File: src/design/irq_ctrl_pkg.sv
// Package with register map, field positions and vectors of the interrupt control.
`default_nettype none
package irq_ctrl_pkg;
  // ----------------------------------------------------------------
  // Register byte addresses
  // ----------------------------------------------------------------
  localparam logic [7:0] ADDR_CTRL_PRIMARY = 8'h00;
  localparam logic [7:0] ADDR_CTRL_SECONDARY = 8'h04;
  localparam logic [7:0] ADDR_CONFIG = 8'h08;
  localparam logic [7:0] ADDR_STATUS = 8'h0C;

  // ----------------------------------------------------------------
  // Field positions of irq_control_primary
  // ----------------------------------------------------------------
  localparam int PRI_MASTER_EN = 0;
  localparam int PRI_EXT_EN = 1;
  localparam int PRI_T0_EN = 2;
  localparam int PRI_T1_EN = 3;
  localparam int PRI_EXT_FLAG = 4;
  localparam int PRI_T0_FLAG = 5;
  localparam int PRI_T1_FLAG = 6;

  // ----------------------------------------------------------------
  // Field positions of irq_control_secondary
  // ----------------------------------------------------------------
  localparam int SEC_T2_EN = 0;
  localparam int SEC_T3_EN = 1;
  localparam int SEC_AD_EN = 2;
  localparam int SEC_T2_FLAG = 4;
  localparam int SEC_T3_FLAG = 5;
  localparam int SEC_AD_FLAG = 6;

  // Writable bits; the rest read as zero.
  localparam logic [7:0] PRI_WR_MASK = 8'h7F;
  localparam logic [7:0] SEC_WR_MASK = 8'h77;
  localparam logic [7:0] CTRL_RESET = 8'h00;

  // Config and status fields.
  localparam int CFG_BOTH_EDGES = 0;
  localparam int STAT_VEC_LSB = 0;
  localparam int STAT_DEPTH_LSB = 16;
  localparam int STAT_WAKE = 24;
  localparam int STAT_STACK_FULL = 25;

  // ----------------------------------------------------------------
  // Sources in priority order, highest first
  // ----------------------------------------------------------------
  localparam int NUM_SRC = 6;
  localparam int SRC_EXT = 0;
  localparam int SRC_T0 = 1;
  localparam int SRC_T1 = 2;
  localparam int SRC_T2 = 3;
  localparam int SRC_T3 = 4;
  localparam int SRC_AD = 5;

  localparam int PC_W = 13;
  localparam logic [PC_W-1:0] VEC_EXT = 13'h0004;
  localparam logic [PC_W-1:0] VEC_T0 = 13'h0008;
  localparam logic [PC_W-1:0] VEC_T1 = 13'h000C;
  localparam logic [PC_W-1:0] VEC_T2 = 13'h0010;
  localparam logic [PC_W-1:0] VEC_T3 = 13'h0014;
  localparam logic [PC_W-1:0] VEC_AD = 13'h0018;
  localparam logic [PC_W-1:0] VEC_NONE = 13'h0000;

  localparam int DEPTH_W = 4;
  localparam logic [DEPTH_W-1:0] DEPTH_MAX = 4'hF;
  localparam logic [DEPTH_W-1:0] DEPTH_ONE = 4'h1;
endpackage : irq_ctrl_pkg
`default_nettype wire

File: src/design/vectored_interrupt_control.sv
// Interrupt request latching, priority selection and vectoring with APB access.
//
// How it works
// - Enabled source event sets its request flag.
// - Master enable low blocks all servicing.
// - Call strobe: sequencer pushes next PC, jumps.
// - Return strobe pops; nesting depth drops.
// - Entering service clears master enable.
// - Blocked requests stay latched for later.
// - Full stack blocks acknowledgement.
// - Requests serviced at next second-phase pulse.
// - Fixed priority: pin, timers 0-3, converter.
// - Pin interrupt vectors to 04H.
// - Timers vector to 08H, 0CH, 10H, 14H.
// - Converter vectors 18H; software flag set requests.
// - Pin enable bit 1, flag bit 4; converter flag bit 6.
// - Each timer has enable and flag bits.
// - Pin trigger: falling only, or both edges.
// - Serviced source flag cleared on entry.
// - Flags persist until serviced or cleared.
// - Any set flag raises wake request.
// - Timer overflow pulse marks wrap past FFH.
//
// Decided for this implementation: register access over APB and the placing of the registers.
`default_nettype none
module vectored_interrupt_control (
  input wire logic CLK_SYS,
  input wire logic RST_N,
  input wire logic PSEL,
  input wire logic PENABLE,
  input wire logic PWRITE,
  input wire logic [7:0] PADDR,
  input wire logic [31:0] PWDATA,
  output logic [31:0] PRDATA,
  output logic PREADY,
  output logic PSLVERR,
  input wire logic EXT_PIN,
  input wire logic [3:0] TIMER_OVERFLOW,
  input wire logic CONVERSION_DONE,
  input wire logic SECOND_MACHINE_PHASE,
  input wire logic STACK_FULL,
  input wire logic RETURN_DONE,
  output logic IRQ_CALL,
  output logic [12:0] IRQ_VECTOR,
  output logic WAKE
);

  // ----------------------------------------------------------------
  // Register map
  // ----------------------------------------------------------------
  // Offset 0x00 is the primary control register.
  // Its bit 0 is the master enable, bits 1 to 3 enable the pin,
  // timer zero and timer one, and bits 4 to 6 are their flags.
  // Offset 0x04 is the secondary control register.
  // Its bits 0 to 2 enable timer two, timer three and the
  // converter, and bits 4 to 6 are their flags.
  // Bit 7 of both control registers and bit 3 of the secondary
  // register read as zero and ignore writes.
  // Software may set any flag directly, which raises a request
  // exactly as the hardware event would.
  // Offset 0x08 holds the trigger choice of the pin in bit 0.
  // A one there makes both edges active, a zero only falling ones.
  // Offset 0x0C is a read-only status word.
  // It shows the last vector, the service depth, the wake level and
  // the stack-full input as the sequencer presents it.
  // Any other offset answers with the error flag and reads zero.
  // The service depth counts calls minus returns and saturates, so
  // it is a debugging aid and not a stack model.

  // ----------------------------------------------------------------
  // State
  // ----------------------------------------------------------------
  typedef struct packed {
    // Primary control register, master enable included.
    logic [7:0] ctl_pri;
    // Secondary control register.
    logic [7:0] ctl_sec;
    // Pin trigger choice: one for both edges.
    logic both_edges;
    // Two synchroniser stages and the previous pin level.
    logic pin_s1;
    logic pin_s2;
    logic pin_prev;
    // One-cycle call strobe to the sequencer.
    logic call;
    // Vector of the last accepted source.
    logic [irq_ctrl_pkg::PC_W-1:0] vector;
    // Calls not yet matched by a return.
    logic [irq_ctrl_pkg::DEPTH_W-1:0] depth;
    // High while any request flag is set.
    logic wake;
    // Registered bus answer.
    logic pready;
    logic [31:0] prdata;
    logic pslverr;
  } state_t;

  localparam state_t STATE_RESET = '{
    ctl_pri: irq_ctrl_pkg::CTRL_RESET,
    ctl_sec: irq_ctrl_pkg::CTRL_RESET,
    both_edges: 1'b0,
    pin_s1: 1'b1,
    pin_s2: 1'b1,
    pin_prev: 1'b1,
    call: 1'b0,
    vector: irq_ctrl_pkg::VEC_NONE,
    depth: '0,
    wake: 1'b0,
    pready: 1'b0,
    prdata: 32'h00000000,
    pslverr: 1'b0
  };

  state_t state_ff;
  state_t nxt_state;

  // ----------------------------------------------------------------
  // Helpers
  // ----------------------------------------------------------------
  function automatic logic [irq_ctrl_pkg::PC_W-1:0] vector_of(
    input logic [2:0] idx
  );
    logic [irq_ctrl_pkg::PC_W-1:0] v;
    v = irq_ctrl_pkg::VEC_NONE;
    unique case (idx)
      3'h0: v = irq_ctrl_pkg::VEC_EXT;
      3'h1: v = irq_ctrl_pkg::VEC_T0;
      3'h2: v = irq_ctrl_pkg::VEC_T1;
      3'h3: v = irq_ctrl_pkg::VEC_T2;
      3'h4: v = irq_ctrl_pkg::VEC_T3;
      3'h5: v = irq_ctrl_pkg::VEC_AD;
      default: v = irq_ctrl_pkg::VEC_NONE;
    endcase
    return v;
  endfunction : vector_of

  // Lowest index wins, which is the highest priority.
  function automatic logic [2:0] pick_winner(
    input logic [irq_ctrl_pkg::NUM_SRC-1:0] pend
  );
    logic [2:0] w;
    w = 3'h0;
    for (int i = irq_ctrl_pkg::NUM_SRC - 1; i >= 0; i--) begin
      if (pend[i]) begin
        w = 3'(i);
      end
    end
    return w;
  endfunction : pick_winner

  // Collects the enable bits of all sources in priority order.
  function automatic logic [irq_ctrl_pkg::NUM_SRC-1:0] enables_of(
    input logic [7:0] pri,
    input logic [7:0] sec
  );
    logic [irq_ctrl_pkg::NUM_SRC-1:0] e;
    e = '0;
    e[irq_ctrl_pkg::SRC_EXT] = pri[irq_ctrl_pkg::PRI_EXT_EN];
    e[irq_ctrl_pkg::SRC_T0] = pri[irq_ctrl_pkg::PRI_T0_EN];
    e[irq_ctrl_pkg::SRC_T1] = pri[irq_ctrl_pkg::PRI_T1_EN];
    e[irq_ctrl_pkg::SRC_T2] = sec[irq_ctrl_pkg::SEC_T2_EN];
    e[irq_ctrl_pkg::SRC_T3] = sec[irq_ctrl_pkg::SEC_T3_EN];
    e[irq_ctrl_pkg::SRC_AD] = sec[irq_ctrl_pkg::SEC_AD_EN];
    return e;
  endfunction : enables_of

  // Collects the request flags of all sources in priority order.
  function automatic logic [irq_ctrl_pkg::NUM_SRC-1:0] flags_of(
    input logic [7:0] pri,
    input logic [7:0] sec
  );
    logic [irq_ctrl_pkg::NUM_SRC-1:0] f;
    f = '0;
    f[irq_ctrl_pkg::SRC_EXT] = pri[irq_ctrl_pkg::PRI_EXT_FLAG];
    f[irq_ctrl_pkg::SRC_T0] = pri[irq_ctrl_pkg::PRI_T0_FLAG];
    f[irq_ctrl_pkg::SRC_T1] = pri[irq_ctrl_pkg::PRI_T1_FLAG];
    f[irq_ctrl_pkg::SRC_T2] = sec[irq_ctrl_pkg::SEC_T2_FLAG];
    f[irq_ctrl_pkg::SRC_T3] = sec[irq_ctrl_pkg::SEC_T3_FLAG];
    f[irq_ctrl_pkg::SRC_AD] = sec[irq_ctrl_pkg::SEC_AD_FLAG];
    return f;
  endfunction : flags_of

  // Tells whether an offset names one of the four registers.
  function automatic logic is_mapped(
    input logic [7:0] addr
  );
    logic m;
    m = 1'b0;
    if (addr == irq_ctrl_pkg::ADDR_CTRL_PRIMARY
        || addr == irq_ctrl_pkg::ADDR_CTRL_SECONDARY
        || addr == irq_ctrl_pkg::ADDR_CONFIG
        || addr == irq_ctrl_pkg::ADDR_STATUS) begin
      m = 1'b1;
    end
    return m;
  endfunction : is_mapped

  // Builds the read word; unmapped offsets read as zero.
  function automatic logic [31:0] read_word(
    input logic [7:0] addr,
    input state_t s,
    input logic full
  );
    logic [31:0] w;
    w = 32'h00000000;
    unique case (addr)
      irq_ctrl_pkg::ADDR_CTRL_PRIMARY: begin
        w[7:0] = s.ctl_pri;
      end
      irq_ctrl_pkg::ADDR_CTRL_SECONDARY: begin
        w[7:0] = s.ctl_sec;
      end
      irq_ctrl_pkg::ADDR_CONFIG: begin
        w[irq_ctrl_pkg::CFG_BOTH_EDGES] = s.both_edges;
      end
      irq_ctrl_pkg::ADDR_STATUS: begin
        w[irq_ctrl_pkg::STAT_VEC_LSB +: irq_ctrl_pkg::PC_W] = s.vector;
        w[irq_ctrl_pkg::STAT_DEPTH_LSB +: irq_ctrl_pkg::DEPTH_W] =
          s.depth;
        w[irq_ctrl_pkg::STAT_WAKE] = s.wake;
        w[irq_ctrl_pkg::STAT_STACK_FULL] = full;
      end
      default: begin
      end
    endcase
    return w;
  endfunction : read_word

  // ----------------------------------------------------------------
  // Next state
  // ----------------------------------------------------------------
  logic [irq_ctrl_pkg::NUM_SRC-1:0] en;
  logic [irq_ctrl_pkg::NUM_SRC-1:0] flag;
  logic [irq_ctrl_pkg::NUM_SRC-1:0] cur_en;
  logic [irq_ctrl_pkg::NUM_SRC-1:0] cur_flag;
  logic [irq_ctrl_pkg::NUM_SRC-1:0] pend;
  logic [irq_ctrl_pkg::NUM_SRC-1:0] evt;
  logic ext_evt;
  logic wr_en;
  logic acc;
  logic take;
  logic [2:0] win;

  always_comb begin
    nxt_state = state_ff;
    nxt_state.call = 1'b0;

    // Pin synchroniser; only the second stage feeds the edge logic.
    // The stages reset to one, the idle level of the pin, so no
    // false edge follows reset while the pin rests high.
    // A pin that is low at release is seen as a falling edge.
    nxt_state.pin_s1 = EXT_PIN;
    nxt_state.pin_s2 = state_ff.pin_s1;
    nxt_state.pin_prev = state_ff.pin_s2;
    ext_evt = (state_ff.pin_prev & ~state_ff.pin_s2)
      | (state_ff.both_edges & ~state_ff.pin_prev & state_ff.pin_s2);

    // Register writes take effect at the completing access edge.
    wr_en = PSEL & PENABLE & state_ff.pready & PWRITE;
    if (wr_en) begin
      unique case (PADDR)
        irq_ctrl_pkg::ADDR_CTRL_PRIMARY: begin
          nxt_state.ctl_pri = PWDATA[7:0] & irq_ctrl_pkg::PRI_WR_MASK;
        end
        irq_ctrl_pkg::ADDR_CTRL_SECONDARY: begin
          nxt_state.ctl_sec = PWDATA[7:0] & irq_ctrl_pkg::SEC_WR_MASK;
        end
        irq_ctrl_pkg::ADDR_CONFIG: begin
          nxt_state.both_edges = PWDATA[irq_ctrl_pkg::CFG_BOTH_EDGES];
        end
        default: begin
        end
      endcase
    end

    // Gather enables and flags by source, priority order.
    // The current values choose the winner; the written values are
    // the base on which service clears and events are applied.
    cur_en = enables_of(state_ff.ctl_pri, state_ff.ctl_sec);
    cur_flag = flags_of(state_ff.ctl_pri, state_ff.ctl_sec);
    en = enables_of(nxt_state.ctl_pri, nxt_state.ctl_sec);
    flag = flags_of(nxt_state.ctl_pri, nxt_state.ctl_sec);

    // Flags stay set whatever the enables do.
    pend = cur_flag & cur_en;
    take = SECOND_MACHINE_PHASE
      & state_ff.ctl_pri[irq_ctrl_pkg::PRI_MASTER_EN]
      & ~STACK_FULL
      & (|pend);
    win = pick_winner(pend);
    // The call strobe, the vector, the flag clear and the master
    // clear all land on the same edge, so the sequencer never sees
    // a call without its vector.
    // A software write of the master enable in that same cycle
    // loses to the hardware clear, which keeps nesting off.
    if (take) begin
      nxt_state.call = 1'b1;
      nxt_state.vector = vector_of(win);
      flag[win] = 1'b0;
      nxt_state.ctl_pri[irq_ctrl_pkg::PRI_MASTER_EN] = 1'b0;
    end

    // Events are applied last so a set beats any clear in the same cycle.
    evt = {CONVERSION_DONE, TIMER_OVERFLOW, ext_evt};
    flag = flag | (evt & en);

    nxt_state.ctl_pri[irq_ctrl_pkg::PRI_EXT_FLAG] = flag[irq_ctrl_pkg::SRC_EXT];
    nxt_state.ctl_pri[irq_ctrl_pkg::PRI_T0_FLAG] = flag[irq_ctrl_pkg::SRC_T0];
    nxt_state.ctl_pri[irq_ctrl_pkg::PRI_T1_FLAG] = flag[irq_ctrl_pkg::SRC_T1];
    nxt_state.ctl_sec[irq_ctrl_pkg::SEC_T2_FLAG] = flag[irq_ctrl_pkg::SRC_T2];
    nxt_state.ctl_sec[irq_ctrl_pkg::SEC_T3_FLAG] = flag[irq_ctrl_pkg::SRC_T3];
    nxt_state.ctl_sec[irq_ctrl_pkg::SEC_AD_FLAG] = flag[irq_ctrl_pkg::SRC_AD];

    // Service nesting depth, saturating at both ends.
    if (take && !(RETURN_DONE && state_ff.depth != '0)) begin
      if (state_ff.depth != irq_ctrl_pkg::DEPTH_MAX) begin
        nxt_state.depth = state_ff.depth + irq_ctrl_pkg::DEPTH_ONE;
      end
    end else if (!take && RETURN_DONE && state_ff.depth != '0) begin
      nxt_state.depth = state_ff.depth - irq_ctrl_pkg::DEPTH_ONE;
    end

    nxt_state.wake = |flag;

    // ----------------------------------------------------------------
    // APB: one wait state, then a one-cycle ready with data.
    // ----------------------------------------------------------------
    // The answer is registered, so every transfer has exactly one
    // wait state; the read word is taken in the access cycle and the
    // write lands at the edge that completes the transfer.
    // Ready drops after one cycle, so a master that holds its
    // request a cycle too long starts a second access.
    acc = PSEL & PENABLE & ~state_ff.pready;
    nxt_state.pready = acc;
    nxt_state.prdata = 32'h00000000;
    nxt_state.pslverr = 1'b0;
    if (acc) begin
      nxt_state.prdata = read_word(PADDR, state_ff, STACK_FULL);
      nxt_state.pslverr = ~is_mapped(PADDR);
    end
  end

  // ----------------------------------------------------------------
  // Registers
  // ----------------------------------------------------------------
  always_ff @(posedge CLK_SYS) begin
    if (!RST_N) begin
      state_ff <= STATE_RESET;
    end else begin
      state_ff <= nxt_state;
    end
  end

  assign PRDATA = state_ff.prdata;
  assign PREADY = state_ff.pready;
  assign PSLVERR = state_ff.pslverr;
  assign IRQ_CALL = state_ff.call;
  assign IRQ_VECTOR = state_ff.vector;
  assign WAKE = state_ff.wake;

endmodule : vectored_interrupt_control
`default_nettype wire

File: config.mk
export PLATFORM = sky130hd
export DESIGN_NAME = vectored_interrupt_control
export DESIGN_NICKNAME = d
export VERILOG_FILES = /design/src/design/irq_ctrl_pkg.sv /design/src/design/vectored_interrupt_control.sv
export SDC_FILE = /design/constraint.sdc
export NUM_CORES = 1
export LEC_CHECK = 0
export BUFFER_PORTS_ARGS = -buffer_cell sky130_fd_sc_hd__buf_2
export CORE_ASPECT_RATIO = 0.75
export CORE_MARGIN = 3
export CORE_UTILIZATION = 40
export DETAILED_ROUTE_END_ITERATION = 16
export PLACE_DENSITY = 0.75
export SYNTH_ARGS = -nofsm -noshare
export SYNTH_HDL_FRONTEND = slang
export SYNTH_SLANG_ARGS = --single-unit
File: constraint.sdc
create_clock -name CLK_SYS -period 5.6 [get_ports CLK_SYS]
set_clock_uncertainty 0.05 [all_clocks]
set_input_delay 1.12 -clock CLK_SYS [delete_from_list [all_inputs] [get_ports CLK_SYS]]
set_output_delay 1.12 -clock CLK_SYS [all_outputs]
set_load 0.01 [all_outputs]
# Yosys cells after proc, flatten, opt, wreduce, memory -nomap -nowiden
# Index checks and enable logic that the tools add are counted.
# Widths: inputs -> output; s select.
# totals
reg_bits	70
latchBits	0
mem_bits_rw	0
romBits	0
elab_cells	96
n_memories	0
# op_classes
add_sub_neg	2
mul	0
div_mod_pow	0
n_lt_le_gt_ge	2
eq_ne	10
n_shift	0
n_mux	22
bitwise_logic	22
n_reduce_logical	22
# op_table
cell	n
$pmux 5 s6	1
$pmux 7 s3	1
$and 6x6->6	3
$mux 3	6
$eq 8x4->1 const B	2
$mux 16	1
$mux 14	1
$mux 7	2
$mux 4	3
$reduce_or 6->1	2
$and 1x1->1	10
$eq 8x3->1 const B	1
$logic_not 8->1	1
$reduce_and 2->1	4
$eq 3x2->1 const B	2
$eq 3x3->1 const B	2
$mux 6	1
$not 1->1	6
$not 6->6	1
$or 6x6->6	1
$logic_and 1x1->1	5
$add 4x1->4 const B	1
$lt 3x4->1 const B	1
$mux 1	4
15 further kinds	18

# Longest topological paths before layout
# Gate-level depths: netlist (run 1).
# depth
depth_word	16
mapped_depth	9

# Worst setup path after synthesis (run 1)
# OpenSTA, ideal clock, no wires.
# synth_timing
path_type	input to register
start	in STACK_FULL
end	reg state_ff[38] (netlist name)
setup_time_ps	115
arrival_ps	2855
path_slack_ps	2580
stages	9
path_buffers	0
cell_sequence	nand3b_2 a31oi_4 nand2_1 ha_1 a21o_1 a21oi_1 xnor2_1 and3_1 o21a_1
# synth_via
elab_chain_len	8
# synth_rtl
element	line	text
from (decl)	vectored_interrupt_control.sv:41	input wire logic STACK_FULL,
$not 1->1 *	vectored_interrupt_control.sv:288	& ~STACK_FULL
$and 1x1->1 *	vectored_interrupt_control.sv:288	
$and 1x1->1 *	vectored_interrupt_control.sv:289	& (|pend);
$logic_not 1->1	vectored_interrupt_control.sv:319	end else if (!take && RETURN_DONE && state_ff.depth != '0) begin
$logic_and 1x1->1 (2 in a row)	vectored_interrupt_control.sv:319	
$reduce_bool 2->1 (no source line)	n/a	
$reduce_and 2->1 (no source line)	n/a	
to (signal assigned)	vectored_interrupt_control.sv:350	state_ff <= nxt_state;
to (decl)	vectored_interrupt_control.sv:114	state_t state_ff;
# Every way passes the cells marked *; elsewhere a longest branch is shown, timed or not.
# A chain may end at the register's enable or synchronous reset.

# Final worst setup path (run 1)
# Ends and elaborated chain as after synthesis.

==> results of run 1 <==
## registers in the layout (all words and copies together), names as in the netlist
register and cells:
cur_en 6, WAKE 1, PREADY 1, IRQ_VECTOR 3, IRQ_CALL 1, cur_flag 6
PSLVERR 1, state_ff 7, nxt_state 2, PRDATA 13
## per-stage QoR
| stage | hold WS [ns] | cell area [um2] | setup WS (ns) | std cells |
|---|---|---|---|---|
| floorplan | 0.3363 | 2351 | 2.580 | 268 |
| finish | 0.3588 | 2444 | 2.540 | 347 |
| global route | 0.3788 | 2444 | 2.346 | 347 |
| detailed placement | 0.3425 | 2328 | 2.240 | 339 |
| global placement | 0.3376 | 2328 | 2.278 | 339 |
| CTS | 0.3617 | 2444 | 2.571 | 347 |
## final timing paths
path                                     from            end  cells after the start
worst max-delay path               STACK_FULL   state_ff[38]                     10
worst min-delay path            nxt_state[54]  nxt_state[53]                      1
worst max register to register   state_ff[35]   state_ff[38]                      8
worst min register to register  nxt_state[54]  nxt_state[53]                      1
## logic make-up after synthesis
group	synth area share, %
other	0.1670
AND/OR/NAND/NOR	19.44
XOR/XNOR	1.560
multiplexers	10.36
flip-flops	36.55
AO/OA/AOI/OAI	13.04
buffers and inverters	16.88
adder cells (fa/ha/maj)	2.005
## synth_stat cells (3+ instances only)
cell / count / share of area, %
inv_1: 7 / 1.2
xnor2_1: 4 / 1.6
a22o_1: 3 / 1.2
and2_1: 9 / 2.5
clkbuf_1: 4 / 0.67
dfxtp_1: 41 / 37
a21oi_1: 6 / 1.3
nand2b_1: 3 / 0.84
buf_4: 45 / 15
nor3_1: 9 / 2.0
a211oi_1: 3 / 1.0
nor2b_1: 5 / 1.4
nand2_1: 10 / 1.7
a31oi_1: 5 / 1.4
mux2i_1: 21 / 9.4
nor2_1: 29 / 4.8
## worst max-delay path, cell delays in order
cell and delay [ns]:
buf_2 0.12, nand3b_2 0.30, a31oi_4 0.34, nand2_1 0.22
ha_1 0.32, a21o_1 0.17, a21oi_1 0.17, xnor2_1 0.10
and3_1 0.19, o21a_1 0.16
## routing by layer
layer	share of wire (%)	wire, um	global-route usage [%]
met1	50	2224	21.07
met4	0.70	31	3.954
met3	8.7	386	3.507
met2	40	1796	18.09
met5	0	0	0
## cell usage in the layout, fill, tap and decap left out, types with 2 or more instances in the layout
cell type	Yosys	final
dfxtp_1	41	41
a21oi_1	6	6
nand2_1	10	10
nor3_1	9	9
nor2b_1	5	5
and2_1	9	9
clkbuf_8	0	5
o21a_1	2	2
a22o_1	3	3
nor2_1	29	29
nand2b_1	3	3
nand3_1	2	2
o22a_1	2	2
a22oi_2	2	2
xnor2_1	4	4
conb_1	1	29
and3_1	2	2
buf_2	0	48
a211oi_1	3	3
nor4b_1	2	2
a31oi_1	5	5
mux2i_1	21	21
ha_1	2	2
inv_1	7	7
## area by class of cell
class	count	area (um2)	area share, %
clock buffer	5	68.82	2.816
clock inverter	3	46.29	1.895
inverter	7	26.28	1.075
multi-input combinational	171	1151	47.11
sequential	41	820.8	33.59
tap	72	90.09	3.687
timing repair buffer	48	240.2	9.831
## power breakdown
part / switching (mW) / total [mW] / leakage [nW] / internal, mW
Combinational: 0.0714 / 0.141 / 0.753 / 0.0700
Sequential: 0.0273 / 0.334 / 0.332 / 0.307
Clock: 0.104 / 0.237 / 0.0543 / 0.133
Total: 0.202 / 0.713 / 1.14 / 0.510
==> impl_results.md, run 1 <==
* Vias in the first global route at 1408
* Final HPWL DP at 3574 um
* Worst slew margin at 55.96%
* Setup Buffers After CTS at 0
* Flop-to-flop setup slack at 3.17 ns
* Total chip power at 0.7125 mW
* Routed length per placed instance at 12.79 um
* WP data arrival at 3.20 ns
* GRT Resource Usage Total at 13.57%
* Synth warn at 0
* CP Data Required Time at 5.74 ns
* Actual slew at the worst max-slew pin at 0.6598 ns
* Site row count at 22
* Via count at 1606
* CTS tree: done
* Synth async-reset ratio at 0%
* Final period utilization at 54.65%
* First-pass GRT wire length at 6996 um
* Placer Congestion at 0.8736
* Clock Path Buffers at 2
* Status: complete, no violations
* Leak Pwr at 1.139 nW
* CP Class: in2reg
* Synth Cell Area at 2246 um2
* Clk sinks at 41
* Detailed-route DRC error count at 0
* Yosys reg bits at 41
* P&R area growth vs syn at 8.802%
* Vias/cell at 4.628
* Core Util, Final at 47.47%
* Layout cells sized above 1 at 24.36%
* Final setup fails at 0
* Initial antenna violation count at 0
* Critical Path Sink Type: flip-flop
* Syn Inst Count at 240
* Die Area at 6559 um2
* IO buf count at 48
* Setup TNS Final at 0 ns
* Seq/Total Area, Yosys at 36.55%
* Skew-Pair Late Insertion Delay at 0.29 ns
* Number of max-cap violations at 0
* Max VDD drop at 116.8 uV
* Die X at 92.53 um
* Cells resized by post-CTS repair at 0
* Detail Route Antenna Nets at 0
* Placeable core area at 5147 um2
* CP max FO at 10
* Final Hold Viols at 0
* RSZ-0062 raised after global routing: false
* Fmax at 0.3268 GHz
* Power Density at 291.6 nW/um2
* Syn_area_per_cell at 9.358 um2
* Final WL at 4438 um
* Largest net degree at the start of global routing at 21
* # fillers at 511
* Class of the worst hold path: reg2reg
* Starting density of the core at 43.63%
* Max-slew violations at 0
* Critical path launch point type: primary input
* Overflow after GRT at 0
* Die Y at 70.89 um
* 1st-pass router iterations at 4
* Ys flop type: dfxtp_1
* Post-synth EDFFs at 0
* Root Driver: clkbuf_8
* Yosys cell types at 45
* DR iter-0 viols at 104
* Num ports at 103
* Clock slew at reported path FFs at 0.08 ns
* Min Tclk post-route at 3.060 ns
* Layout Nets at 331
* Hold Buf Count CTS at 0
* Antenna diodes at 0
* H-Tree Depth at 2
* CTS buffer count at 5
(Power assumes the default switching activity.)
==> inputs of run 2 (changes only) <==
==> constraint.sdc (replaced) <==
create_clock -name CLK_SYS -period 2.9 [get_ports CLK_SYS]
set_clock_uncertainty 0.05 [all_clocks]
set_input_delay 0.58 -clock CLK_SYS [delete_from_list [all_inputs] [get_ports CLK_SYS]]
set_output_delay 0.58 -clock CLK_SYS [all_outputs]
set_load 0.01 [all_outputs]
==> impl_results.md, run 2 (same netlist as run 1, synthesis figures left out) <==
* Final HPWL DP at 3643 um (was 3574 um)
* Site row count at 22 (unchanged)
* Hold Buf Count CTS at 0 (unchanged)
* Leak Pwr at 1.158 nW (was 1.139 nW)
* Actual slew at the worst max-slew pin at 0.5210 ns (was 0.6598 ns)
* Crit path cell chain: o41ai_2 -> nand2_1 -> ha_1 -> a21o_1 -> a21oi_1 -> xnor2_1 -> and3_1 -> o21a_1 (was buf_2 -> nand3b_2 -> a31oi_4 -> nand2_1 -> ha_1 -> a21o_1 -> a21oi_1 -> xnor2_1 -> and3_1 -> o21a_1)
* Clk sinks at 41 (unchanged)
* CP top delay family: compound AO/OA/AOI/OAI gates (unchanged)
* Detailed-route DRC error count at 0 (unchanged)
* Commonest non-fill, non-tap cells in the layout: buf_2, dfxtp_1, nor2_1, conb_1, mux2i_1 (unchanged)
* Clock slew at reported path FFs at 0.08 ns (about the same)
* Commonest non-fill, non-tap cell in the layout: buf_2 (unchanged)
* Num ports at 103 (unchanged)
* Number of max-cap violations at 0 (unchanged)
* Layout cells sized above 1 at 25.18% (was 24.36%)
* Die X at 92.53 um (unchanged)
* CP max FO at 7 (was 10)
* Status: complete, no violations (unchanged)
* P&R area growth vs syn at 9.693% (was 8.802%)
* Max FFs per register at 13 (unchanged)
* Flop-to-flop setup slack at 0.45 ns (was 3.17 ns)
* Fmax at 0.4083 GHz
* Largest net degree at the start of global routing at 20 (was 21)
* Worst path max stage delay at 0.53 ns (was 0.34 ns)
* H-Tree Depth at 2 (unchanged)
* Die Area at 6559 um2 (unchanged)
* Critical Path Sink Type: flip-flop (unchanged)
* Final instance area at 2464 um2 (was 2444 um2)
* Vias/cell at 4.714 (was 4.628)
* Placed Cells at 342 (was 339)
* Detail Route Antenna Nets at 0 (unchanged)
* Max VDD drop at 253.3 uV (was 116.8 uV)
* Crit path buf inv count at 0 (was 1)
* Non-Filler Instances at 350 (was 347)
* Setup Buffers After CTS at 0 (unchanged)
* Power Density at 556.9 nW/um2 (was 291.6 nW/um2)
* Via count at 1650 (was 1606)
* Placer Congestion at 0.8842 (was 0.8736)
* Cells resized by post-CTS repair at 0 (unchanged)
* Layout Nets at 334 (was 331)
* First-pass GRT wire length at 7493 um (was 6996 um)
* CP Class: reg2reg (was in2reg)
* Setup TNS Final at 0 ns (unchanged)
* Slowest stage cell, crit path: o41ai_2 (was a31oi_4)
* RSZ-0062 raised after global routing: false (unchanged)
* Vias in the first global route at 1527 (was 1408)
* Final period utilization at 84.45%
* WP data arrival at 2.59 ns (was 3.20 ns)
* Worst slew margin at 64.78% (was 55.96%)
* IO buf count at 48 (unchanged)
* 1st-pass router iterations at 4 (unchanged)
* Overflow after GRT at 0 (unchanged)
* Clock Path Buffers at 2 (unchanged)
* CTS buffer count at 5 (unchanged)
* DR iter-0 viols at 113 (was 104)
* CTS tree: done (unchanged)
* CP Data Required Time at 3.04 ns (was 5.74 ns)
* Final Hold Viols at 0 (unchanged)
* Final WL at 4531 um (was 4438 um)
* Final setup fails at 0 (unchanged)
* Skew-Pair Late Insertion Delay at 0.30 ns (was 0.29 ns)
* Placed Area at 2351 um2 (was 2328 um2)
* Routed length per placed instance at 12.95 um (was 12.79 um)
* Starting density of the core at 43.63% (unchanged)
* Placeable core area at 5147 um2 (unchanged)
* Critical path launch point type: flip-flop (was primary input)
* Max-slew violations at 0 (unchanged)
* Antenna diodes at 0 (unchanged)
* Root Driver: clkbuf_8 (unchanged)
* Class of the worst hold path: reg2reg (unchanged)
* Die Y at 70.89 um (unchanged)
* Min Tclk post-route at 2.449 ns
* GRT Resource Usage Total at 14.33% (was 13.57%)
* Initial antenna violation count at 0 (unchanged)
-- run 2: area by class of cell --
type	count	area [um2]
tap	72	90.09
fill	514	2684
timing repair buffer	51	262.8
multi-input combinational	171	1151
clock buffer	5	68.82
clock inverter	3	43.79
inverter	7	26.28
sequential	41	820.8
-- run 2: path summary, 6_finish.rpt --
check,from,end,depth (start not counted)
setup / recovery,state_ff[35],state_ff[38],8
hold / removal,nxt_state[54],nxt_state[53],1
setup reg to reg,state_ff[35],state_ff[38],8
hold reg to reg,nxt_state[54],nxt_state[53],1
-- run 2: where the power goes --
group	switching [mW]	total, mW	internal, mW
clock	0.200	0.458	0.258
combinational	0.132	0.267	0.136
sequential	0.0541	0.647	0.593
-- run 2: layer usage --
layer,routed length [um],track usage (%)
met1,2213,21.48
met2,1867,19.86
met3,417,3.613
met4,32,4.613
met5,0,0
-- run 2: metrics by stage --
stage	total power [mW]	hold slack [ns]	util, %	worst slack, ns
after CTS	1.385	0.3667	47.86	0.4447
after global routing	1.464	0.3960	47.86	0.2693
after detailed placement	0.9297	0.3464	45.67	0.2617
after floorplan	0.8915	0.3363	-	0.4203
after global placement	0.9201	0.3380	45.67	0.3038
final	1.372	0.3618	47.86	0.4509
==> inputs of run 3 (changes only) <==
==> constraint.sdc (replaced) <==
create_clock -name CLK_SYS -period 2.6 [get_ports CLK_SYS]
set_clock_uncertainty 0.05 [all_clocks]
set_input_delay 0.52 -clock CLK_SYS [delete_from_list [all_inputs] [get_ports CLK_SYS]]
set_output_delay 0.52 -clock CLK_SYS [all_outputs]
set_load 0.01 [all_outputs]
==> impl_results.md, run 3 (same netlist as run 1, synthesis figures left out) <==
* Status: complete, no violations (unchanged)
* Commonest non-fill, non-tap cells in the layout: buf_2, dfxtp_1, nor2_1, conb_1, mux2i_1 (unchanged)
* Max FFs per register at 13 (unchanged)
* 1st-pass router iterations at 4 (unchanged)
* Overflow after GRT at 0 (unchanged)
* CP max FO at 7 (unchanged)
* Starting density of the core at 43.63% (unchanged)
* GRT Resource Usage Total at 13.77% (was 14.33%)
* Register share of total power at 48.3% (was 47.1%)
* # fillers at 528 (was 514)
* Min Tclk post-route at 2.351 ns (was 2.449 ns)
* Layout Nets at 338 (was 334)
* Number of max-cap violations at 0 (unchanged)
* CP Data Required Time at 2.74 ns (was 3.04 ns)
* Worst path max stage delay at 0.53 ns (about the same)
* Worst slew margin at 64.16% (was 64.78%)
* Clock Path Buffers at 2 (unchanged)
* Actual slew at the worst max-slew pin at 0.5302 ns (was 0.5210 ns)
* Die Area at 6559 um2 (unchanged)
* Setup Buffers After CTS at 0 (unchanged)
* Fmax at 0.4253 GHz (was 0.4083 GHz)
* Final instance area at 2486 um2 (was 2464 um2)
* Placed Area at 2381 um2 (was 2351 um2)
* Comb power frac at 20.4% (was 19.5%)
* Crit path from: state_ff[35] (unchanged)
* Max-slew violations at 0 (unchanged)
* CP Class: reg2reg (unchanged)
* Max VDD drop at 204.5 uV (was 253.3 uV)
* RSZ-0062 raised after global routing: false (unchanged)
* Crit Reg-Reg Startpoint: state_ff[35] (unchanged)
* Num ports at 103 (unchanged)
* PnR worst setup slack at 0.2487 ns (was 0.4509 ns)
* P&R area growth vs syn at 10.70% (was 9.693%)
* CP top delay family: compound AO/OA/AOI/OAI gates (unchanged)
* Crit path buf inv count at 0 (unchanged)
* Routed length per placed instance at 12.84 um (was 12.95 um)
* Largest net degree at the start of global routing at 20 (unchanged)
* Final period utilization at 90.43% (was 84.45%)
* Clock slew at reported path FFs at 0.08 ns (about the same)
* Via count at 1644 (was 1650)
* First-pass GRT wire length at 7065 um (was 7493 um)
* Clk sinks at 41 (unchanged)
* Cells resized by post-CTS repair at 0 (unchanged)
* Power Density at 602.6 nW/um2 (was 556.9 nW/um2)
* Crit path cell chain: o41ai_2 -> nand2_1 -> ha_1 -> a21o_1 -> a21oi_1 -> xnor2_1 -> and3_1 -> o21a_1 (unchanged)
* Final setup fails at 0 (unchanged)
* CTS tree: done (unchanged)
* P_int at 1.059 mW (was 0.9862 mW)
* WP data arrival at 2.49 ns (was 2.59 ns)
* Commonest non-fill, non-tap cell in the layout: buf_2 (unchanged)
* Root Driver: clkbuf_8 (unchanged)
* Final WL at 4545 um (was 4531 um)
* HP Start: EXT_PIN (was nxt_state[54])
* Total chip power at 1.498 mW (was 1.372 mW)
* Vias/cell at 4.644 (was 4.714)
* Placeable core area at 5147 um2 (unchanged)
* Leak Pwr at 1.173 nW (was 1.158 nW)
* Critical Path Sink Type: flip-flop (unchanged)
* Final HPWL DP at 3637 um (was 3643 um)
* H-Tree Depth at 2 (unchanged)
* Critical path launch point type: flip-flop (unchanged)
* Die Y at 70.89 um (unchanged)
* Placer Congestion at 0.8517 (was 0.8842)
* Initial antenna violation count at 0 (unchanged)
* Vias in the first global route at 1408 (was 1527)
* DR iter-0 viols at 116 (was 113)
* Detailed-route DRC error count at 0 (unchanged)
* Net Sw Frac at 29.31% (was 28.12%)
* Detail Route Antenna Nets at 0 (unchanged)
* Slowest stage cell, crit path: o41ai_2 (unchanged)
* Layout cells sized above 1 at 26.24% (was 25.18%)
* Final Hold Viols at 0 (unchanged)
* Skew-Pair Late Insertion Delay at 0.29 ns (was 0.30 ns)
* Setup TNS Final at 0 ns (unchanged)
* Die X at 92.53 um (unchanged)
* Net load switching power at 0.4391 mW (was 0.3859 mW)
* Hold Buf Count CTS at 0 (unchanged)
* Pre-CTS WS at 0.2019 ns (was 0.2617 ns)
* Antenna diodes at 0 (unchanged)
* Class of the worst hold path: in2reg (was reg2reg)
* Site row count at 22 (unchanged)
* CTS buffer count at 5 (unchanged)
* Clk pwr share at 31.3% (was 33.4%)
* IO buf count at 48 (unchanged)
==> run 3: cell types whose count changed in the layout (fill, tap and decap cells not counted), sizes merged <==
cell    delta
buf        +4
bufinv     -1
clkinv     -1
clkbuf     +2
==> run 3: per-layer routing <==
metal	GRT usage [%]	vias up	wire length (um)
met5	0	-	0
met4	3.460	0	25
met3	4.145	3	359
met2	18.17	60	1878
met1	21.35	743	2282
li1	-	838	-
==> run 3: final timing paths <==
check | to | slack, ns | depth (start not counted)
worst min register to register | nxt_state[53] | 0.36 | 1
worst max-delay path | state_ff[38] | 0.25 | 8
worst max register to register | state_ff[38] | 0.25 | 8
worst min-delay path | nxt_state[54] | 0.35 | 2
==> run 3: stage by stage <==
stage / instances / util (%) / hold WS, ns
2_1_floorplan: 268 / - / 0.3363
3_3_place_gp: 346 / 46.26 / 0.3378
3_5_place_dp: 346 / 46.26 / 0.3451
4_1_cts: 354 / 48.30 / 0.3443
5_1_grt: 354 / 48.30 / 0.3477
6_report: 354 / 48.30 / 0.3473
==> run 3: worst reg2reg max path, cell delays in order, from the launching register on <==
cell and delay, ns:
dfxtp_1 0.42, o41ai_2 0.53, nand2_1 0.15, ha_1 0.29, a21o_1 0.18, a21oi_1 0.17, xnor2_1 0.10, and3_1 0.19
o21a_1 0.16
==> run 3: cell type report <==
type	instances	area [um2]	share of cell area, %
clock buffer	7	96.34	3.875
sequential	41	820.8	33.01
inverter	7	26.28	1.057
multi-input combinational	171	1151	46.30
clock inverter	1	8.758	0.3523
timing repair buffer	55	292.8	11.78
tap	72	90.09	3.624
==> run 3: power by group through the flow <==
stage	sequential, mW	clock [mW]	combinational, mW
finish	0.724	0.468	0.306
global route	0.736	0.515	0.347
CTS	0.725	0.475	0.308
detailed placement	0.740	0	0.308
global placement	0.735	0	0.293
floorplan	0.723	0	0.272
